[src/design/fpm_pkg.sv]
// Constants, types and encodings of the front-panel menu controller.
// Assumes a single 250 MHz clock domain.
//
// What this block does
// [RULE1] Clockwise detent in navigation selects next item, down first, then right.
// [RULE2] Counter-clockwise detent selects previous item, up first, then left.
// [RULE3] Stepping past the last item wraps to the first item.
// [RULE4] The selected item is shown with an arrow after its text.
// [RULE5] Short press enters edit mode; the edited value blinks.
// [RULE6] In edit mode rotation steps the value through its allowed choices.
// [RULE7] Half a second idle after a step in edit mode applies the value, editing continues.
// [RULE8] Second short press applies the value and returns to navigation.
// [RULE9] Five seconds idle in edit applies the value and returns to navigation.
// [RULE10] Under host control all knob rotation and presses are ignored.
// [RULE11] Settings of all four transmitter channels are shown and changeable.
// [RULE12] Span sits on the top line, coupling and filter on the bottom.
// [RULE13] Span offers nine ordered choices from 0.2 V to 100 V.
// [RULE14] Coupling and filter offers five choices, each but ground mapped to both settings.
// [RULE15] Ground choice keeps the filter setting previously in effect.
// [RULE16] Short press while a message shows dismisses it back to the menu.
// [RULE17] Firmware version shows for the first three seconds after power-on.
// [RULE18] Each warning starts an alarm that stops when acknowledged.
// [RULE19] Knob inputs are synchronised and debounced before decoding.
// [RULE20] Each applied setting is sent as a command to its channel.
package fpm_pkg;

  // ----------------------------------------
  // Timing.
  // ----------------------------------------
  localparam int CLK_KHZ  = 250000;
  localparam int BOOT_MS  = 3000;
  localparam int HALF_MS  = 500;
  localparam int IDLE_MS  = 5000;
  localparam int DEB_MS   = 1;
  localparam int BOOT_CYC = BOOT_MS * CLK_KHZ;
  localparam int HALF_CYC = HALF_MS * CLK_KHZ;
  localparam int IDLE_CYC = IDLE_MS * CLK_KHZ;
  localparam int DEB_CYC  = DEB_MS * CLK_KHZ;

  // ----------------------------------------
  // Sizes and reset values.
  // ----------------------------------------
  localparam int         N_CHAN   = 4;
  localparam logic [3:0] N_SPAN   = 4'h9;
  localparam logic [3:0] SPAN_RST = 4'h8;

  // ----------------------------------------
  // Types.
  // ----------------------------------------
  // Span codes 0..8 stand for 0.2,0.4,1,2,4,10,20,40,100 V spans.
  typedef logic [3:0] fpm_span_t;

  typedef enum logic [2:0] {
    DC_WIDEBAND_CHOICE,
    DC_FILTERED_CHOICE,
    AC_WIDEBAND_CHOICE,
    AC_FILTERED_CHOICE,
    GROUND_CHOICE
  } fpm_cf_t;

  typedef enum logic [1:0] {CPL_DC, CPL_AC, CPL_GND} fpm_cpl_t;
  typedef enum {VIEW_VER, VIEW_MENU, VIEW_WARN} fpm_view_mode_t;
  typedef enum {ST_NAV, ST_EDIT} fpm_state_t;

  typedef struct packed {
    fpm_span_t span;
    fpm_cf_t   cf;
    logic      filt;
  } fpm_set_t;

  typedef struct packed {
    logic [1:0] chan;
    fpm_span_t  span;
    fpm_cpl_t   cpl;
    logic       filt;
  } fpm_cmd_t;

  typedef struct packed {
    logic       show_ver;
    logic       show_warn;
    logic [2:0] item;
    logic       blink;
    logic [3:0] edit_val;
  } fpm_view_t;

endpackage

[src/design/fpm_menu.sv]
// Front-panel menu controller: knob decoding, menu, edit and messages.
// Assumes knob pins are asynchronous and host/warning inputs share CLK.
`timescale 1ns/100ps
module fpm_menu
  import fpm_pkg::*;
#(
  parameter int BOOT_C = BOOT_CYC,
  parameter int HALF_C = HALF_CYC,
  parameter int IDLE_C = IDLE_CYC,
  parameter int DEB_C  = DEB_CYC
) (
  // Clock and reset.
  input  wire logic     CLK,
  input  wire logic     ARST_N,
  // Knob pins, high when asserted.
  input  wire logic     KNOB_A,
  input  wire logic     KNOB_B,
  input  wire logic     KNOB_PUSH,
  // System inputs.
  input  wire logic     HOST_CTRL,
  input  wire logic     WARN_EVENT,
  // Display contents.
  output fpm_view_t     VIEW,
  output fpm_set_t [3:0] CH_SET,
  output logic          ALARM,
  // Command link.
  output fpm_cmd_t      CMD,
  output logic          CMD_VALID
);

  // ----------------------------------------
  // Declarations.
  // ----------------------------------------
  logic [2:0]  raw;
  logic [2:0]  sync1_q;
  logic [2:0]  sync2_q;
  logic [2:0]  stb_q;
  logic [17:0] deb_q [3];
  logic        a_prev_q;
  logic        p_prev_q;
  logic        ev_cw;
  logic        ev_ccw;
  logic        ev_press;
  logic        menu_on;
  fpm_view_mode_t view_q;
  fpm_state_t  state_q;
  logic [30:0] boot_q;
  logic [30:0] idle_q;
  logic        dirty_q;
  logic [2:0]  item_q;
  logic [3:0]  val_q;
  logic        alarm_q;
  fpm_set_t [3:0] set_q;
  fpm_cmd_t    cmd_q;
  logic        cmd_v_q;
  logic        half_hit;
  logic        idle_hit;
  logic        apply;
  logic [1:0]  chan;
  logic        cf_row;
  logic [3:0]  lim;

  assign raw = {KNOB_PUSH, KNOB_B, KNOB_A};

  // ----------------------------------------
  // Input conditioning.
  // ----------------------------------------
  // Two flops, then a counter that accepts a level held for DEB_C cycles.
  for (genvar i = 0; i < 3; i++) begin : g_in
    always_ff @(posedge CLK or negedge ARST_N) begin
      if (!ARST_N) begin
        sync1_q[i] <= 1'b0;
        sync2_q[i] <= 1'b0;
        stb_q[i]   <= 1'b0;
        deb_q[i]   <= 18'h0;
      end else begin
        sync1_q[i] <= raw[i];
        sync2_q[i] <= sync1_q[i];                   // RULE19
        if (sync2_q[i] == stb_q[i]) begin
          deb_q[i] <= 18'h0;
        end else if (deb_q[i] == 18'(DEB_C - 1)) begin
          stb_q[i] <= sync2_q[i];                   // RULE19
          deb_q[i] <= 18'h0;
        end else begin
          deb_q[i] <= deb_q[i] + 18'h1;
        end
      end
    end
  end

  // Edge history of the clean phase A and push levels.
  always_ff @(posedge CLK or negedge ARST_N) begin
    if (!ARST_N) begin
      a_prev_q <= 1'b0;
      p_prev_q <= 1'b0;
    end else begin
      a_prev_q <= stb_q[0];
      p_prev_q <= stb_q[2];
    end
  end

  // A rising on phase A is one detent; phase B gives its direction.
  // Host control masks every knob event.
  assign ev_cw    = stb_q[0] & ~a_prev_q & ~stb_q[1] & ~HOST_CTRL; // RULE10
  assign ev_ccw   = stb_q[0] & ~a_prev_q & stb_q[1] & ~HOST_CTRL;  // RULE10
  assign ev_press = stb_q[2] & ~p_prev_q & ~HOST_CTRL;             // RULE10
  assign menu_on  = (view_q == VIEW_MENU);

  // ----------------------------------------
  // Message views and alarm.
  // ----------------------------------------
  // Version first, then the menu; a warning takes over until pressed away.
  always_ff @(posedge CLK or negedge ARST_N) begin
    if (!ARST_N) begin
      view_q <= VIEW_VER;
    end else if (WARN_EVENT) begin
      view_q <= VIEW_WARN;
    end else if (!menu_on && ev_press) begin
      view_q <= VIEW_MENU;                          // RULE16
    end else if (view_q == VIEW_VER && boot_q == 31'(BOOT_C - 1)) begin
      view_q <= VIEW_MENU;                          // RULE17
    end
  end

  // Power-on display timer; stops once it has expired.
  always_ff @(posedge CLK or negedge ARST_N) begin
    if (!ARST_N) begin
      boot_q <= 31'h0;
    end else if (boot_q != 31'(BOOT_C - 1)) begin
      boot_q <= boot_q + 31'h1;                     // RULE17
    end
  end

  // The alarm is set by a warning and cleared by its dismissal; set wins.
  always_ff @(posedge CLK or negedge ARST_N) begin
    if (!ARST_N) begin
      alarm_q <= 1'b0;
    end else if (WARN_EVENT) begin
      alarm_q <= 1'b1;                              // RULE18
    end else if (view_q == VIEW_WARN && ev_press) begin
      alarm_q <= 1'b0;                              // RULE18
    end
  end

  // ----------------------------------------
  // Navigation and edit.
  // ----------------------------------------
  // Item bits: [2:1] channel column, [0] row (0 span, 1 coupling).
  assign chan     = item_q[2:1];
  assign cf_row   = item_q[0];
  assign lim      = cf_row ? 4'h5 : N_SPAN;          // RULE13 RULE14
  assign half_hit = dirty_q && idle_q == 31'(HALF_C - 1);
  assign idle_hit = idle_q == 31'(IDLE_C - 1);
  assign apply    = state_q == ST_EDIT && ((menu_on && ev_press) || half_hit || idle_hit);

  // Mode control.
  always_ff @(posedge CLK or negedge ARST_N) begin
    if (!ARST_N) begin
      state_q <= ST_NAV;
    end else begin
      case (state_q)
        ST_NAV: begin
          if (menu_on && ev_press) begin
            state_q <= ST_EDIT;                     // RULE5
          end
        end
        ST_EDIT: begin
          if ((menu_on && ev_press) || idle_hit) begin
            state_q <= ST_NAV;                      // RULE8 RULE9
          end
        end
        default: state_q <= ST_NAV;
      endcase
    end
  end

  // Selection moves one item per detent; the 3-bit index wraps itself.
  always_ff @(posedge CLK or negedge ARST_N) begin
    if (!ARST_N) begin
      item_q <= 3'h0;
    end else if (state_q == ST_NAV && menu_on) begin
      if (ev_cw) begin
        item_q <= item_q + 3'h1;                    // RULE1 RULE3
      end else if (ev_ccw) begin
        item_q <= item_q - 3'h1;                    // RULE2 RULE3
      end
    end
  end

  // Edited value: loaded on entry, stepped with wrap inside its choices.
  always_ff @(posedge CLK or negedge ARST_N) begin
    if (!ARST_N) begin
      val_q <= 4'h0;
    end else if (state_q == ST_NAV && menu_on && ev_press) begin
      val_q <= cf_row ? {1'b0, set_q[chan].cf} : set_q[chan].span;
    end else if (state_q == ST_EDIT && menu_on) begin
      if (ev_cw) begin
        val_q <= (val_q == lim - 4'h1) ? 4'h0 : val_q + 4'h1;  // RULE6
      end else if (ev_ccw) begin
        val_q <= (val_q == 4'h0) ? lim - 4'h1 : val_q - 4'h1;  // RULE6
      end
    end
  end

  // Idle timer restarts on any knob event; dirty marks an unapplied step.
  always_ff @(posedge CLK or negedge ARST_N) begin
    if (!ARST_N) begin
      idle_q  <= 31'h0;
      dirty_q <= 1'b0;
    end else if (state_q != ST_EDIT || ev_cw || ev_ccw || ev_press) begin
      idle_q  <= 31'h0;
      dirty_q <= state_q == ST_EDIT && (ev_cw || ev_ccw);
    end else begin
      if (!idle_hit) begin
        idle_q <= idle_q + 31'h1;                   // RULE9
      end
      if (half_hit) begin
        dirty_q <= 1'b0;                            // RULE7
      end
    end
  end

  // ----------------------------------------
  // Applied settings and command link.
  // ----------------------------------------
  // Each channel keeps its span, choice and filter.
  always_ff @(posedge CLK or negedge ARST_N) begin
    if (!ARST_N) begin
      for (int c = 0; c < N_CHAN; c++) begin
        set_q[c] <= '{span: SPAN_RST, cf: DC_WIDEBAND_CHOICE, filt: 1'b0};
      end
    end else if (apply) begin
      if (!cf_row) begin
        set_q[chan].span <= val_q;                  // RULE13
      end else begin
        set_q[chan].cf <= fpm_cf_t'(val_q[2:0]);    // RULE14
        if (val_q[2:0] != 3'(GROUND_CHOICE)) begin
          set_q[chan].filt <= val_q[2:0] == 3'(DC_FILTERED_CHOICE)
                           || val_q[2:0] == 3'(AC_FILTERED_CHOICE); // RULE15
        end
      end
    end
  end

  // One command per apply, carrying the channel's full new setting.
  always_ff @(posedge CLK or negedge ARST_N) begin
    if (!ARST_N) begin
      cmd_v_q <= 1'b0;
      cmd_q   <= '0;
    end else begin
      cmd_v_q <= apply;                             // RULE20
      if (apply) begin
        cmd_q.chan <= chan;
        cmd_q.span <= cf_row ? set_q[chan].span : val_q;
        if (!cf_row) begin
          cmd_q.cpl  <= set_q[chan].cf == GROUND_CHOICE ? CPL_GND :
                        set_q[chan].cf >= AC_WIDEBAND_CHOICE ? CPL_AC : CPL_DC;
          cmd_q.filt <= set_q[chan].filt;
        end else begin
          cmd_q.cpl  <= val_q[2:0] == 3'(GROUND_CHOICE) ? CPL_GND :
                        val_q[2:0] >= 3'(AC_WIDEBAND_CHOICE) ? CPL_AC : CPL_DC;
          cmd_q.filt <= val_q[2:0] == 3'(GROUND_CHOICE) ? set_q[chan].filt :
                        val_q[2:0] == 3'(DC_FILTERED_CHOICE)
                        || val_q[2:0] == 3'(AC_FILTERED_CHOICE);        // RULE15
        end
      end
    end
  end

  // Display view: arrow position, blink, and the value being edited.
  assign VIEW.show_ver  = view_q == VIEW_VER;       // RULE17
  assign VIEW.show_warn = view_q == VIEW_WARN;
  assign VIEW.item      = item_q;                   // RULE4 RULE12
  assign VIEW.blink     = state_q == ST_EDIT;       // RULE5
  assign VIEW.edit_val  = val_q;
  assign CH_SET         = set_q;                    // RULE11
  assign ALARM          = alarm_q;
  assign CMD            = cmd_q;
  assign CMD_VALID      = cmd_v_q;

  logic nav_on;
  assign nav_on = state_q == ST_NAV && menu_on;
endmodule

[config.mk]
export PLATFORM = sky130hd
export DESIGN_NAME = fpm_menu
export DESIGN_NICKNAME = d
export VERILOG_FILES = /design/src/design/fpm_pkg.sv /design/src/design/fpm_menu.sv
export SDC_FILE = /design/constraint.sdc
export NUM_CORES = 1
export LEC_CHECK = 0
export BUFFER_PORTS_ARGS = -buffer_cell sky130_fd_sc_hd__clkbuf_2
export CAP_MARGIN = 20
export CORE_ASPECT_RATIO = 0.9
export CORE_UTILIZATION = 40
export CTS_CLUSTER_SIZE = 8
export DETAILED_ROUTE_END_ITERATION = 10
export REMOVE_ABC_BUFFERS = 1
export SLEW_MARGIN = 25
export SYNTH_ARGS = -nofsm -noshare
export SYNTH_HDL_FRONTEND = slang
export SYNTH_SLANG_ARGS = --single-unit
[constraint.sdc]
create_clock -name CLK -period 3.2 [get_ports CLK]
set_clock_uncertainty 0.05 [all_clocks]
set_input_delay 0.64 -clock CLK [delete_from_list [all_inputs] [get_ports CLK]]
set_output_delay 0.64 -clock CLK [all_outputs]
set_load 0.02 [all_outputs]
==> results of run 1 <==
state kept, by name (all words and copies together), names as in the netlist:
name and flops:
state_q 1, CMD 9, CMD_VALID 1, val_q 4, boot_q 31, sync2_q 3
p_prev_q 1, view_q 2, ALARM 1, CH_SET 32, stb_q 3, a_prev_q 1
dirty_q 1, idle_q 31, sync1_q 3, item_q 3, deb_q 54
through the flow:
step,hold WS (ns),cells,util (%),worst slack (ns),instance area (um2)
2_1_floorplan,0.281,832,-,0.734,8810
3_3_place_gp,0.324,1197,44.1,0.544,9610
3_5_place_dp,0.324,1197,44.1,0.507,9610
4_1_cts,0.242,1228,46.6,0.522,10100
5_1_grt,0.243,1228,46.6,0.283,10100
6_report,0.195,1228,46.6,0.502,10100
report_power, final:
group	internal [mW]	total, mW	switching (mW)
sequential	2.30	2.31	0.0109
clock	1.01	1.91	0.899
combinational	0.0187	0.0834	0.0647
total	3.33	4.31	0.974
final cells by class:
cell class,count,area [um2]
Fill cell,2041,11600
Sequential cell,181,4530
Multi-Input combinational cell,621,4170
Clock buffer,21,450
Timing Repair Buffer,74,429
Tap cell,291,364
Inverter,30,113
Clock inverter,10,76.3
Yosys cell counts, drive strengths merged, types with 11 or more instances:
library cell	n	share of area, %
inv	29	1.2
clkbuf	23	0.97
nor2	120	5.0
and3	11	0.78
nor4	21	1.5
xor2	47	4.6
a21oi	18	1.0
o21ai	12	0.67
xnor2	55	5.4
nand4	28	2.0
mux2	36	4.5
nand2	60	2.5
nand3	58	3.2
dfrtp	177	50
and4	12	1.2
nor3	24	1.3
path summary, 6_finish.rpt:
check                                start         end  slack (ns)  depth (start not counted)
max in group asynchronous           ARST_N   CH_SET[7]        2.10                          2
worst max-delay path            idle_q[18]  CH_SET[29]        0.50                          5
worst min-delay path                ARST_N   deb_q[27]        0.20                          1
min in group CLK                    KNOB_A  sync1_q[0]        0.27                          1
worst max register to register  idle_q[18]  CH_SET[29]        0.50                          5
worst min register to register  sync1_q[1]  sync2_q[1]        0.33                          0
cell usage in the layout (no fill, tap or decap), types with 18 or more instances in the layout:
master    count
a21oi_1      18
clkbuf_2     58
dfrtp_1     177
inv_1        28
mux2_2       31
nand2_1      60
nand3_1      58
nand4_1      28
nor2_1      120
nor3_1       24
nor4_1       21
xnor2_1      55
xor2_1       47
per-layer routing:
| metal | up-vias | global-route usage [%] | share of wire [%] |
|---|---|---|---|
| li1 | 3161 | - | - |
| met4 | 0 | 4.50 | 0.96 |
| met1 | 3169 | 25.9 | 51 |
| met3 | 11 | 4.16 | 3.7 |
| met2 | 115 | 26.4 | 44 |
| met5 | - | 0 | 0 |
kinds of logic after synthesis:
| group | count (synthesis) | synth area share, % |
|---|---|---|
| AO/OA/AOI/OAI | 73 | 6.06 |
| XOR/XNOR | 102 | 9.99 |
| adder cells (fa/ha/maj) | 10 | 1.48 |
| buffers and inverters | 61 | 2.73 |
| flip-flops | 181 | 50.7 |
| multiplexers | 49 | 7.11 |
| AND/OR/NAND/NOR | 387 | 21.9 |
==> flow_summary.yaml, run 1 <==
outcome:
  status: "finished, final reports clean"
floorplan:
  ios: 60
  start_util_pct: 41.1
  rows: 51
  dieArea_mm2: 0.0230
  fp.coreArea_mm2: 0.0218
  chipHeight_um: 144
  fp.dieW_um: 160
sta:
  max_freq_mhz: 371
  finalCriticalPeriod_ns: 2.70
  slew_viol_final: 0
  finalHoldViolations: 0
  setup-violations-final: 0
  fin_crit_sh_pct: 84.3
  worst_pin_slew_ns: 0.811
  rsz0062_at_grt: "false"
  setup_tns_ns: 0
  slew_headroom_pct: 46.0
synth:
  post_synth.cell_area_avg_um2: 10.4
  synthCells: 863
  synth-edff-count: 0
  synth_area_mm2: 0.00894
  yosysSeqAreaShare_pct: 50.7
  yosysUniqueCellTypes: 65
  async_reset_ff_share_pct: 100
  synth_warnings: 0
  ys_ff_latch: 181
  ys.flop_type: "dfrtp_1"
clock_network:
  ctsResizeCount: 0
  cts_tree: "yes"
  cts_buffers: 17
  htreeDepth: 4
  worstSkewPairLatency_ns: 0.42
  cts.clk_slew.worst_paths_ns: 0.07
  cts_root_buf: "clkbuf_16"
  clock_path_buffers: 2
  postCtsHoldBufs: 0
  cts_setup_buffers: 0
  cts.sinks: 181
critical_path:
  cp_top_family: "simple AND/OR/NAND/NOR gates"
  end_kind: "register"
  cpMaxStageDelayCell: "or4_4"
  start_kind: "register"
  critical_path_class: "reg -> reg"
  worstPathArrival_ns: 2.95
  cp_cell_sequence: "nor4_1, nand2_1, or4_4, a311oi_2, mux2_2"
  required_ns: 3.46
  cp_max_fo: 13
  crit_buf_inv: 0
  crit_path_max_incr_delay_ns: 0.67
global_route:
  grt_max_degree: 89
  grt_pass1_vias: 6150
  gr-total-overflow: 0
  grt_pass1_wl_um: 32700
  grt_usage_pct: 17.8
  antenna_found_initial: 0
detailed_routing:
  wl_per_cell_um: 15.8
  antenna_left: 0
  dr.pass1.iters: 5
  drt_iter0_drc: 388
  routed_wl_um: 19400
  vias: 6456
  route.detailed.drc: 0
  viasPerCell: 5.26
layout:
  layout.nets: 942
  drive_above_1_share_pct: 17.4
  area_delta_synth_final_pct: 13.3
  antenna_cells: 0
placed_design:
  port_buffers: 59
  hpwl_um: 13400
  place_congestion: 0.840
power_and_ir_drop:
  powerDensity_mw_per_mm2: 425
  finalPower_mw: 4.31
  vdd_ir_drop_max_mv: 0.300
  p_leak_nw: 4.28
hold_path:
  hp-class: "in -> async"
job:
  cap_violations: 0
No activity file was read; power rests on OpenSTA's default activity.
==> inputs of run 2 (changes only) <==
Clock period 3.2 ns to 2.74 ns, I/O delays scaled along.
==> flow_summary.yaml, run 2 (synthesis gave the netlist of run 1 again) <==
layout:
  fin_area_mm2: 0.0104
  regArea_mm2: 0.00453
  area_delta_synth_final_pct: 15.8
  layout_common_cells: "dfrtp_1, nor2_1, nand2_1"
  fillers: 2071
  largest-register: "deb_q"
  layout.nets: 953
  mostFrequentLayoutCell: "dfrtp_1"
  multi_input_area_mm2: 0.00419
  drive_above_1_share_pct: 18.5
  final_cells: 1240
  antenna_cells: 0
  largest_reg_flops: 54
floorplan:
  chipHeight_um: 144
  fp.dieW_um: 160
  rows: 51
  ios: 60
  dieArea_mm2: 0.0230
  start_util_pct: 41.1
  fp.coreArea_mm2: 0.0218
sta:
  slew_headroom_pct: 46.7
  hold_ws_ns: 0.0829
  finalHoldViolations: 0
  setup_tns_ns: 0
  rsz0062_at_grt: "false"
  max_freq_mhz: 377
  fin_crit_sh_pct: 96.9
  finalCriticalPeriod_ns: 2.65
  slew_viol_final: 0
  setup-violations-final: 0
  worst_pin_slew_ns: 0.800
power_and_ir_drop:
  powerDensity_mw_per_mm2: 518
  vdd_ir_drop_max_mv: 0.325
  finalPower_mw: 5.36
  p_leak_nw: 4.45
clock_network:
  worstSkewPairLatency_ns: 0.43
  ctsResizeCount: 0
  cts_root_buf: "clkbuf_16"
  cts_setup_buffers: 0
  cts_buffers: 17
  cts_tree: "yes"
  cts.sinks: 181
  cts.clk_slew.worst_paths_ns: 0.07
  clock_path_buffers: 2
  postCtsHoldBufs: 0
  htreeDepth: 4
placed_design:
  hpwl_um: 13500
  place_congestion: 0.821
  port_buffers: 59
  dp_cells: 1208
  dpl_cell_area_mm2: 0.00971
critical_path:
  end_kind: "register"
  cpMaxStageDelayCell: "or4_4"
  required_ns: 3.00
  crit_path_max_incr_delay_ns: 0.69
  cp-startpoint: "idle_q[18]"
  cp_max_fo: 13
  cp_top_family: "simple AND/OR/NAND/NOR gates"
  reg2reg_from: "idle_q[18]"
  start_kind: "register"
  cp_cell_sequence: "nor4_1, nand2_1, or4_4, a311oi_2, mux2_2"
  critical_path_class: "reg -> reg"
  reg2reg_slack_ns: 0.09
  crit_buf_inv: 0
  worstPathArrival_ns: 2.92
global_route:
  grt_pass1_wl_um: 33200
  antenna_found_initial: 0
  grt_usage_pct: 18.0
  grt_pass1_vias: 6246
  grt_max_degree: 65
  gr-total-overflow: 0
hold_path:
  hp-class: "in -> async"
detailed_routing:
  dr.pass1.iters: 5
  vias: 6498
  route.detailed.drc: 0
  routed_wl_um: 19400
  viasPerCell: 5.24
  wl_per_cell_um: 15.6
  drt_iter0_drc: 460
  antenna_left: 0
job:
  cap_violations: 0
outcome:
  status: "finished, final reports clean"
run 2: cell count changes in the layout (fill, tap and decap cells not counted), sizes merged:
cell      change
inv           +1
bufinv        +3
clkbuf        +1
clkinv        +2
buf          +11
clkinvlp      -6
run 2: metal layers:
layer / wire [um] / part of all wire (%) / global-route usage, % / up-vias
met3: 638 / 3.3 / 3.58 / 8
met5: 0 / 0 / 0 / -
met4: 109 / 0.56 / 3.74 / 0
met2: 8750 / 45 / 27.6 / 118
li1: - / - / - / 3180
met1: 9860 / 51 / 26.3 / 3192
run 2: final cells by class:
class | instances | share of cell area, %
clock inverter | 10 | 1.39
sequential | 181 | 43.8
inverter | 30 | 1.09
multi-input combinational | 621 | 40.5
timing repair buffer | 85 | 5.18
tap | 291 | 3.52
clock buffer | 22 | 4.58
run 2: per-stage QoR:
stage | setup slack [ns] | util [%]
2_1_floorplan | 0.274 | -
4_1_cts | 0.106 | 47.5
3_5_place_dp | 0.118 | 44.6
3_3_place_gp | 0.137 | 44.6
5_1_grt | 0.00689 | 47.6
6_report | 0.0850 | 47.6
run 2: worst register-to-register path: cells and delay by family, from the launching register on:
family             cells  cell delay [ns]
and+or+nand+nor        3             1.22
muxes                  1             0.38
DFF                    1             0.42
AOI/OAI and AO/OA      1             0.49
run 2: power breakdown:
group / switching (mW) / total, mW / internal (mW) / leakage, nW
registers: 0.0125 / 2.70 / 2.69 / 2.46
clock network: 1.04 / 2.56 / 1.52 / 0.305
logic: 0.0767 / 0.104 / 0.0275 / 1.69
run 2: worst paths after layout:
check,end,cells past startpoint
hold / removal,deb_q[25],1
setup reg to reg,CH_SET[13],5
hold reg to reg,sync2_q[1],0
setup / recovery,CH_SET[13],5
max in group asynchronous,CH_SET[23],2
min in group CLK,sync1_q[2],1
